### src/dmam_regs.vh
// Register indices, field positions, encodings and reset values of the DMA address map
`ifndef DMAM_REGS_VH
`define DMAM_REGS_VH

// ==========================================================================
// Widths
// ==========================================================================
`define DMAM_ADDR_W          24
`define DMAM_IDX_W           7
`define DMAM_NUM_CH          4

// ==========================================================================
// Controller register indices (byte address is four times the index)
// ==========================================================================
`define DMAM_IDX_CTRL        7'h00
`define DMAM_IDX_EVT_STATUS  7'h03
`define DMAM_IDX_EVT_MASK    7'h08

// ==========================================================================
// Channel block bases (indices)
// ==========================================================================
`define DMAM_IDX_CH0_BASE    7'h10
`define DMAM_IDX_CH1_BASE    7'h20
`define DMAM_IDX_CH2_BASE    7'h30
`define DMAM_IDX_CH3_BASE    7'h40
`define DMAM_IDX_CH_SPAN     7'h10

// ==========================================================================
// Channel offsets inside one sixteen-entry block
// ==========================================================================
`define DMAM_CH_CTRL_A       4'h0
`define DMAM_CH_CTRL_B       4'h1
`define DMAM_CH_ADDR_CTRL    4'h2
`define DMAM_CH_TRIG_SEL     4'h3
`define DMAM_CH_CNT_LOW      4'h4
`define DMAM_CH_CNT_HIGH     4'h5
`define DMAM_CH_REPEAT       4'h6
`define DMAM_CH_RSVD0        4'h7
`define DMAM_CH_SRC_B0       4'h8
`define DMAM_CH_SRC_B1       4'h9
`define DMAM_CH_SRC_B2       4'hA
`define DMAM_CH_RSVD1        4'hB
`define DMAM_CH_DST_B0       4'hC
`define DMAM_CH_DST_B1       4'hD
`define DMAM_CH_DST_B2       4'hE
`define DMAM_CH_RSVD2        4'hF

// ==========================================================================
// Address control fields and direction codes
// ==========================================================================
`define DMAM_SRC_DIR_HI      5
`define DMAM_SRC_DIR_LO      4
`define DMAM_DST_DIR_HI      1
`define DMAM_DST_DIR_LO      0
`define DMAM_DIR_FIXED       2'h0
`define DMAM_DIR_INC         2'h1
`define DMAM_DIR_DEC         2'h2

// ==========================================================================
// Interrupt vector word offsets per channel
// ==========================================================================
`define DMAM_VEC_CH0         8'h00
`define DMAM_VEC_CH1         8'h02
`define DMAM_VEC_CH2         8'h04
`define DMAM_VEC_CH3         8'h06

// ==========================================================================
// Reset values
// ==========================================================================
`define DMAM_RST_BYTE        8'h00
`define DMAM_RST_CNT         8'h01
`define DMAM_RST_ADDR        24'h000000

`endif
### src/dmam_addr_unit.v
// One 24-bit auto-stepping DMA address register with byte-wide software access
`default_nettype none
`include "dmam_regs.vh"

module dmam_addr_unit (
    // Clock and reset
    input  wire                      clk_i,
    input  wire                      rst_i,
    // Software byte writes
    input  wire [2:0]                wr_byte_i,
    input  wire [7:0]                wr_data_i,
    // Stepping
    input  wire [1:0]                dir_i,
    input  wire                      step_i,
    // State
    output reg  [`DMAM_ADDR_W-1:0]   addr_o,
    output reg                       wrap_o
);

    reg [`DMAM_ADDR_W-1:0] next_addr;
    reg                    next_wrap;

    // ======================================================================
    // Next address
    // ======================================================================
    always @* begin
        next_addr = addr_o;
        next_wrap = 1'b0;
        if (|wr_byte_i) begin
            // A software write beats a step in the same cycle [RL7]
            if (wr_byte_i[0]) next_addr[7:0]   = wr_data_i;
            if (wr_byte_i[1]) next_addr[15:8]  = wr_data_i;
            if (wr_byte_i[2]) next_addr[23:16] = wr_data_i;
        end else if (step_i) begin
            case (dir_i)
                `DMAM_DIR_INC: begin
                    next_addr = addr_o + 24'h000001; // [RL9]
                    next_wrap = &addr_o;
                end
                `DMAM_DIR_DEC: begin
                    next_addr = addr_o - 24'h000001; // [RL9]
                    next_wrap = ~|addr_o;
                end
                default: begin
                    next_addr = addr_o;
                end
            endcase
        end
    end

    always @(posedge clk_i) begin
        if (rst_i) begin
            addr_o <= `DMAM_RST_ADDR;
            wrap_o <= 1'b0;
        end else begin
            addr_o <= next_addr;
            wrap_o <= next_wrap;
        end
    end

endmodule // dmam_addr_unit
`default_nettype wire

### src/dmam_core.v
// Four-channel DMA address registers, register map and interrupt vectoring
// Function
// RL1 - Each channel holds a 24-bit destination address over three bytes, low to high.
// RL2 - Destination address steps up, down or holds per destination-direction field.
// RL3 - Source address bytes sit at channel offsets 0x08-0x0A; 0x0A is bits 23:16.
// RL4 - Destination bytes at 0x0C-0x0E low to high; 0x07, 0x0B, 0x0F reserved.
// RL5 - Channel blocks 0 to 3 at controller offsets 0x10, 0x20, 0x30, 0x40.
// RL6 - One interrupt vector per channel at word offsets 0x00, 0x02, 0x04, 0x06.
// RL7 - Software uses the multi-byte procedure to access the 24-bit addresses coherently; here each byte is read and written live, with no temporary register.
// RL8 - Source address steps up, down or holds per source-direction field.
// RL9 - A stepping address moves by one per byte moved, carrying over all 24 bits.
//
// Our own choice: the Wishbone interface to the registers.
`default_nettype none
`include "dmam_regs.vh"

module dmam_core (
    // Clock and reset
    input  wire                  clk_i,
    input  wire                  rst_i,
    // Wishbone slave
    input  wire                  wb_cyc_i,
    input  wire                  wb_stb_i,
    input  wire                  wb_we_i,
    input  wire [8:0]            wb_adr_i,
    input  wire [3:0]            wb_sel_i,
    input  wire [31:0]           wb_dat_i,
    output reg  [31:0]           wb_dat_o,
    output reg                   wb_ack_o,
    // Transfer side: one pulse per byte moved, per channel
    input  wire [3:0]            byte_moved_i,
    output reg  [95:0]           source_address_o,
    output reg  [95:0]           destination_address_o,
    // Interrupt
    output reg                   irq_o,
    output reg  [7:0]            irq_vector_o
);

    // ======================================================================
    // Storage
    // ======================================================================
    // Controller registers
    reg  [7:0]  ctrl;
    reg  [7:0]  evt_status;
    reg  [7:0]  evt_mask;

    // Per-channel registers; only address control acts in this block
    reg  [7:0]  ctrl_a     [0:3];
    reg  [7:0]  ctrl_b     [0:3];
    reg  [7:0]  addr_ctrl  [0:3];
    reg  [7:0]  trig_sel   [0:3];

    // Counts are only stored; the sequencer outside counts them down
    reg  [7:0]  cnt_low    [0:3];
    reg  [7:0]  cnt_high   [0:3];
    reg  [7:0]  rep_cnt    [0:3];

    // Live addresses, channel n in bits 24n+23 down to 24n
    wire [95:0] src_addr;
    wire [95:0] dst_addr;

    // Wrap pulses, one cycle after the wrapping step
    wire [3:0]  src_wrap;
    wire [3:0]  dst_wrap;

    reg  [31:0] rd_data;

    reg  [7:0]  next_status;
    reg  [7:0]  next_vector;
    reg  [7:0]  pending;

    integer     i;

    // ======================================================================
    // Address decode
    // ======================================================================
    // Register index; address bits 1:0 are ignored
    wire [`DMAM_IDX_W-1:0] idx      = wb_adr_i[8:2];
    wire [3:0]             ch_off   = idx[3:0];
    wire                   in_ch    = (idx >= `DMAM_IDX_CH0_BASE) &&
                                      (idx <  (`DMAM_IDX_CH3_BASE + `DMAM_IDX_CH_SPAN)); // [RL5]
    wire [1:0]             ch_sel   = idx[5:4] - 2'h1; // [RL5]

    wire                   req      = wb_cyc_i & wb_stb_i;

    // Writes land on the edge where the master sees ack
    wire                   wr_take  = req & wb_ack_o & wb_we_i & wb_sel_i[0];

    // ======================================================================
    // Address units, one source and one destination per channel
    // ======================================================================
    genvar g;
    generate
        for (g = 0; g < `DMAM_NUM_CH; g = g + 1) begin : g_ch
            // Each channel block decodes its own address bytes
            wire       hit = wr_take & in_ch & (ch_sel == g);
            wire [2:0] src_wr;
            wire [2:0] dst_wr;
            assign src_wr[0] = hit & (ch_off == `DMAM_CH_SRC_B0); // [RL3]
            assign src_wr[1] = hit & (ch_off == `DMAM_CH_SRC_B1); // [RL3]
            assign src_wr[2] = hit & (ch_off == `DMAM_CH_SRC_B2); // [RL3]

            assign dst_wr[0] = hit & (ch_off == `DMAM_CH_DST_B0); // [RL4]
            assign dst_wr[1] = hit & (ch_off == `DMAM_CH_DST_B1); // [RL4]
            assign dst_wr[2] = hit & (ch_off == `DMAM_CH_DST_B2); // [RL4]

            // A bus write wins over a step landing in the same cycle
            dmam_addr_unit u_src (
                .clk_i     (clk_i),
                .rst_i     (rst_i),
                .wr_byte_i (src_wr),
                .wr_data_i (wb_dat_i[7:0]),
                .dir_i     (addr_ctrl[g][`DMAM_SRC_DIR_HI:`DMAM_SRC_DIR_LO]), // [RL8]
                .step_i    (byte_moved_i[g]),
                .addr_o    (src_addr[g*24 +: 24]),
                .wrap_o    (src_wrap[g])
            );

            dmam_addr_unit u_dst (
                .clk_i     (clk_i),
                .rst_i     (rst_i),
                .wr_byte_i (dst_wr),
                .wr_data_i (wb_dat_i[7:0]),
                .dir_i     (addr_ctrl[g][`DMAM_DST_DIR_HI:`DMAM_DST_DIR_LO]), // [RL2]
                .step_i    (byte_moved_i[g]),
                .addr_o    (dst_addr[g*24 +: 24]),                            // [RL1]
                .wrap_o    (dst_wrap[g])
            );
        end
    endgenerate

    // ======================================================================
    // Read mux
    // ======================================================================
    always @* begin
        rd_data = 32'h00000000;
        if (in_ch) begin
            case (ch_off)
                // Configuration and counts
                `DMAM_CH_CTRL_A:    rd_data[7:0] = ctrl_a[ch_sel];
                `DMAM_CH_CTRL_B:    rd_data[7:0] = ctrl_b[ch_sel];
                `DMAM_CH_ADDR_CTRL: rd_data[7:0] = addr_ctrl[ch_sel];
                `DMAM_CH_TRIG_SEL:  rd_data[7:0] = trig_sel[ch_sel];
                `DMAM_CH_CNT_LOW:   rd_data[7:0] = cnt_low[ch_sel];
                `DMAM_CH_CNT_HIGH:  rd_data[7:0] = cnt_high[ch_sel];
                `DMAM_CH_REPEAT:    rd_data[7:0] = rep_cnt[ch_sel];

                // Source address, low byte first
                `DMAM_CH_SRC_B0:    rd_data[7:0] = src_addr[ch_sel*24 +: 8];      // [RL3]
                `DMAM_CH_SRC_B1:    rd_data[7:0] = src_addr[ch_sel*24 + 8 +: 8];  // [RL3]
                `DMAM_CH_SRC_B2:    rd_data[7:0] = src_addr[ch_sel*24 + 16 +: 8]; // [RL3]

                // Destination address, low byte first
                `DMAM_CH_DST_B0:    rd_data[7:0] = dst_addr[ch_sel*24 +: 8];      // [RL1]
                `DMAM_CH_DST_B1:    rd_data[7:0] = dst_addr[ch_sel*24 + 8 +: 8];  // [RL1]
                `DMAM_CH_DST_B2:    rd_data[7:0] = dst_addr[ch_sel*24 + 16 +: 8]; // [RL1]

                // Reserved slots read as zero and ignore writes
                default:            rd_data = 32'h00000000; // [RL4]
            endcase
        end else begin
            // Controller registers outside the channel blocks
            case (idx)
                `DMAM_IDX_CTRL:       rd_data[7:0] = ctrl;
                `DMAM_IDX_EVT_STATUS: rd_data[7:0] = evt_status;
                `DMAM_IDX_EVT_MASK:   rd_data[7:0] = evt_mask;
                default:              rd_data = 32'h00000000;
            endcase
        end
    end

    // ======================================================================
    // Bus handshake: ack one cycle after the request, dropped after one
    // ======================================================================
    always @(posedge clk_i) begin
        if (rst_i) begin
            wb_ack_o <= 1'b0;
            wb_dat_o <= 32'h00000000;
        end else begin
            // A strobe still high after ack does not start a second cycle
            wb_ack_o <= req & ~wb_ack_o;

            // Data is latched once, so it stands unchanged beside ack
            if (req & ~wb_ack_o) begin
                wb_dat_o <= rd_data;
            end
        end
    end

    // ======================================================================
    // Plain registers
    // ======================================================================
    always @(posedge clk_i) begin
        if (rst_i) begin
            ctrl     <= `DMAM_RST_BYTE;
            evt_mask <= `DMAM_RST_BYTE;

            for (i = 0; i < `DMAM_NUM_CH; i = i + 1) begin
                ctrl_a[i]    <= `DMAM_RST_BYTE;
                ctrl_b[i]    <= `DMAM_RST_BYTE;
                addr_ctrl[i] <= `DMAM_RST_BYTE;
                trig_sel[i]  <= `DMAM_RST_BYTE;
                cnt_low[i]   <= `DMAM_RST_CNT;
                cnt_high[i]  <= `DMAM_RST_CNT;
                rep_cnt[i]   <= `DMAM_RST_BYTE;
            end
        // Address bytes are written inside the address units
        end else if (wr_take) begin
            if (in_ch) begin
                case (ch_off)
                    `DMAM_CH_CTRL_A: begin
                        ctrl_a[ch_sel] <= wb_dat_i[7:0];
                    end
                    `DMAM_CH_CTRL_B: begin
                        ctrl_b[ch_sel] <= wb_dat_i[7:0];
                    end
                    `DMAM_CH_ADDR_CTRL: begin
                        addr_ctrl[ch_sel] <= wb_dat_i[7:0];
                    end
                    `DMAM_CH_TRIG_SEL: begin
                        trig_sel[ch_sel] <= wb_dat_i[7:0];
                    end
                    `DMAM_CH_CNT_LOW: begin
                        cnt_low[ch_sel] <= wb_dat_i[7:0];
                    end
                    `DMAM_CH_CNT_HIGH: begin
                        cnt_high[ch_sel] <= wb_dat_i[7:0];
                    end
                    `DMAM_CH_REPEAT: begin
                        rep_cnt[ch_sel] <= wb_dat_i[7:0];
                    end
                    // Reserved slots and address bytes are not stored here
                    default: begin
                    end
                endcase
            end else if (idx == `DMAM_IDX_CTRL) begin
                ctrl <= wb_dat_i[7:0];
            end else if (idx == `DMAM_IDX_EVT_MASK) begin
                evt_mask <= wb_dat_i[7:0];
            end
        end
    end

    // ======================================================================
    // Wrap events: sticky, write one to clear, a new event beats the clear
    // ======================================================================
    always @* begin
        next_status = evt_status;

        if (wr_take && !in_ch && idx == `DMAM_IDX_EVT_STATUS) begin
            next_status = evt_status & ~wb_dat_i[7:0];
        end

        // Set after clear: an event in the clearing cycle is kept
        next_status = next_status | {dst_wrap, src_wrap};
    end

    // Lowest pending channel wins the vector; both wraps of one channel
    // share its vector
    always @* begin
        pending     = next_status & evt_mask;
        next_vector = `DMAM_VEC_CH0;

        if (pending[0] | pending[4]) begin
            next_vector = `DMAM_VEC_CH0; // [RL6]
        end else if (pending[1] | pending[5]) begin
            next_vector = `DMAM_VEC_CH1; // [RL6]
        end else if (pending[2] | pending[6]) begin
            next_vector = `DMAM_VEC_CH2; // [RL6]
        end else if (pending[3] | pending[7]) begin
            next_vector = `DMAM_VEC_CH3; // [RL6]
        end
    end

    always @(posedge clk_i) begin
        if (rst_i) begin
            evt_status   <= `DMAM_RST_BYTE;
            irq_o        <= 1'b0;
            irq_vector_o <= `DMAM_VEC_CH0;
        end else begin
            evt_status   <= next_status;
            // Built from the next status so irq moves with the flag
            irq_o        <= |(next_status & evt_mask);
            irq_vector_o <= next_vector;
        end
    end

    // ======================================================================
    // Registered address outputs toward the transfer bus
    // ======================================================================
    always @(posedge clk_i) begin
        if (rst_i) begin
            source_address_o      <= 96'h0;
            destination_address_o <= 96'h0;
        end else begin
            // Extra stage so the addresses leave straight from flops,
            // one cycle behind what the bus reads back
            source_address_o      <= src_addr;
            destination_address_o <= dst_addr;
        end
    end

endmodule // dmam_core
`default_nettype wire

### config.mk
export PLATFORM = sky130hd
export DESIGN_NAME = dmam_core
export DESIGN_NICKNAME = d
export VERILOG_FILES = /design/src/dmam_addr_unit.v /design/src/dmam_core.v
export VERILOG_INCLUDE_DIRS = /design/src
export SDC_FILE = /design/constraint.sdc
export NUM_CORES = 2
export LEC_CHECK = 0
export BUFFER_PORTS_ARGS = -buffer_cell sky130_fd_sc_hd__buf_2
export CAP_MARGIN = 30
export CORE_MARGIN = 1.5
export CORE_UTILIZATION = 38
export DETAILED_ROUTE_END_ITERATION = 7
export PLACE_DENSITY = 0.55
export SYNTH_ARGS = -nofsm -noshare
export SYNTH_HDL_FRONTEND = slang
export SYNTH_SLANG_ARGS = --single-unit
### constraint.sdc
create_clock -name clk_i -period 11.6 [get_ports clk_i]
set_clock_uncertainty 0.05 [all_clocks]
set_input_delay 0.58 -clock clk_i [delete_from_list [all_inputs] [get_ports clk_i]]
set_output_delay 0.58 -clock clk_i [all_outputs]
set_load 0.03 [all_outputs]
==> impl_results.md <==
* Max clock buf depth at 3
* Yosys warnings at 0
* P_sw at around 1.7 mW
* Chip width at 314 um
* Fmax achieved at 219 MHz
* Worst Hold Class: in -> reg
* Initial antenna violation count at 11
* Maximum fanout along the worst path at 41
* GR peak layer: met2
* Detailed-router iteration count before antenna repair at 8
* Max Cap Viol at 0
* Ys async rst share at 0%
* Largest net degree at the start of global routing at around 150
* Via count at 31600
* Die H at ~310 um
* Yosys top cell by area: dfxtp_1
* Avg Cell Area, Syn at 9.32 um2
* Max VDD drop at between 100 and 150 uV
* Seq cells post-synth at roughly 650
* Number of gates resized after cts at 0
* Top cell type's share of synthesized area at 23.3%
* Filler cells at 9327
* Met3 Resource Use GR at 4.80%
* FP Rows at 113
* DRT Wirelength at 128000 um
* Commonest non-fill, non-tap cell in the layout: nor2_1
* Sequential cell area at 15300 um2
* Routed length per instance at 23.7 um
* Register area share after synthesis at 41.7%
* Port Buffers at 228
* Total GRT Usage at around 25%
* TNS Setup at 0 ps
* Initial drt markers at 3300
* Core footprint at 95300 um2
* Most frequent cells in the layout: nor2_1 (451), dfxtp_1 (428), nand2_1 (356)
* I/O pins at 288
* WP data required at 12060 ps
* R2R Setup Slk at 7310 ps
* CP arrival at 5010 ps
* Full die area at roughly 98000 um2
* Least-Margin Pin Slew at approximately 1000 ps
* Max-slew violation count at 0
* Hold_buf cts at 0
* Hold Slack at 175 ps
* Starting density of the core at 38.5%
* Sw Share at roughly 29%
* P_leak at 16.8 nW
* Clock Power Share at 42.2%
* Post-DP HPWL at 90000 um
* Final Cycle Share at 39.3%
* Share of cells above drive strength 1 at approximately 14%
* Type of origin of the critical path: primary input
* Final Power at about 6.0 mW
* CTS tree: done
* Post-Syn Area at 36700 um2
* Crit. End Element: flop
* Global route overflow at 0
* Power per cell area at 143 nW/um2
* Synth-to-layout area growth at 13.2%
* Clock-pin slew on the worst setup and hold paths at 60 ps
* Max H-tree Level at 3
* CTS Buf Count at 76
* CTS sink cnt at 652
* Main flop type after synthesis: dfxtp_1
* Unique masters post-synth at between 100 and 150
* Setup Viol. Count Final at 0
* Max_slew headroom at 30.6%
* DRC at 0
* Top post-synthesis cells by area: dfxtp_1 (23%), edfxtp_1 (18%), ha_1 (6.7%), nor2_1 (4.7%), nand2_1 (3.7%)
* Area of the multi-input gates at approximately 20000 um2
* Via/cell ratio at slightly below 6
* First-pass GRT wire length at 191000 um
* Post-synth EDFFs at roughly 220
* ANT nets after route at 0
* Internal at 4.25 mW
* Cells after synthesis at 3938
* CP Class: in -> reg
* Reg power frac at 43.5%
* Nets at 4352
* Setup bufs post-CTS at 0
* Met2 usage at 40.2%
* Routability congestion estimate from global placement at 0.899
* CTS Root Cell: clkbuf_16
* Status: completed
* GR Util met1 at 34.6%
* Clock latency on the worst-skew pair at roughly 670 ps
* Unrepaired setup endpoints after global routing: no
* Min Tclk post-route at 4560 ps
* Endpoints failing hold at 0
* Logic pwr share at 14.2%
* Vias in the first global route at around 30000
==> area by class of cell <==
| class | count | share of cell area, % |
|---|---|---|
| multi-input combinational | 2960 | 48.2 |
| sequential | 652 | 36.8 |
| clock buffer | 107 | 5.29 |
| tap | 1265 | 3.81 |
| timing repair buffer | 280 | 3.80 |
| inverter | 124 | 1.12 |
| clock inverter | 34 | 0.961 |
| antenna | 7 | 0.0422 |
==> per-stage QoR <==
| stage | worst slack (ps) | util (%) | cell area, um2 | instances |
|---|---|---|---|---|
| after floorplan | 7870 | - | 36800 | 3967 |
| after global placement | 6500 | 40.8 | 38900 | 5278 |
| after detailed placement | 6410 | 40.8 | 38900 | 5279 |
| after CTS | 7110 | 43.5 | 41500 | 5420 |
| after global routing | 6760 | 43.6 | 41500 | 5424 |
| final | 7040 | 43.6 | 41500 | 5429 |
==> worst paths after layout <==
path                                         from                               endpoint  depth (start not counted)
hold reg to reg   g_ch[2].u_src.wrap_o$_SDFF_PP0_               evt_status[2]$_SDFF_PP0_                          2
hold / removal                           wb_stb_i                    wb_ack_o$_SDFF_PP0_                          3
setup reg to reg    addr_ctrl[0][0]$_SDFFCE_PN0P_  g_ch[0].u_dst.addr_o[22]$_SDFFE_PP0P_                         14
setup / recovery                      wb_adr_i[6]               wb_dat_o[6]$_SDFFE_PP0P_                         11
==> cell usage after synthesis (24+ instances only) <==
cell type	n
a221oi_1	24
nand2_1	358
a211oi_1	24
o21a_1	28
o21bai_1	26
or3_1	25
xnor2_1	91
a22oi_1	71
dfxtp_1	428
buf_2	35
nor3_1	68
clkbuf_1	141
buf_4	39
o21ai_0	124
a21oi_1	239
a31oi_1	34
a311oi_1	97
nand4_1	70
nor2_1	455
nor2b_1	206
xor2_1	41
and3_1	65
edfxtp_1	224
mux4_2	58
nor4_1	74
a21o_1	72
nand3_1	99
nand2b_1	42
inv_1	123
ha_1	196
==> worst max-delay path, stage by stage <==
cell     delay [ps]
buf_4           610
inv_1           250
ha_2            520
buf_4           410
buf_4           530
mux4_2          390
a22oi_1         480
and3_1          280
a21oi_1          60
o21ai_0         670
a21oi_1         150
==> routing by layer <==
| metal | part of all wire [%] | up-vias | routed length (um) |
|---|---|---|---|
| li1 | - | 14800 | - |
| met1 | 42 | 15200 | 54200 |
| met2 | 45 | 1352 | 58100 |
| met3 | 9.0 | 255 | 11600 |
| met4 | 3.5 | 10 | 4500 |
| met5 | 0.044 | - | 57 |
==> sequential cells by signal, indices dropped and copies added (netlist names) <==
| signal | count |
|---|---|
| g_ch.u_src.addr_o | 96 |
| g_ch.u_src.wrap_o | 4 |
| trig_sel | 32 |
| irq_o | 1 |
| wb_ack_o | 1 |
| cnt_high | 32 |
| ctrl | 8 |
| wb_dat_o | 8 |
| evt_status | 8 |
| destination_address_o | 96 |
| ctrl_a | 32 |
| g_ch.u_dst.addr_o | 96 |
| irq_vector_o | 2 |
| source_address_o | 96 |
| g_ch.u_dst.wrap_o | 4 |
| ctrl_b | 32 |
| cnt_low | 32 |
| addr_ctrl | 32 |
| evt_mask | 8 |
| rep_cnt | 32 |
==> power by group through the flow <==
stage | combinational [mW] | sequential (mW) | clock (mW)
floorplan | 0.565 | 2.63 | 0
global placement | 0.828 | 2.64 | 0
detailed placement | 0.834 | 2.64 | 0
CTS | 0.839 | 2.59 | 2.56
global route | 0.920 | 2.60 | 2.65
finish | 0.847 | 2.59 | 2.51
==> cells by family (layout without fill, tap and decap cells) <==
kind of cell / Yosys count / after routing / share of synthesized area (%)
other cells: 1 / 37 / 0.0102
flops: 652 / 652 / 41.7
fa+ha+maj: 204 / 204 / 7.12
mux: 81 / 81 / 4.19
buf+inv: 355 / 545 / 4.28
compound gates: 962 / 962 / 18.6
simple gates: 1551 / 1551 / 21.0
xor+xnor: 132 / 132 / 3.15
Note: power is estimated with default switching activity, not from simulation.
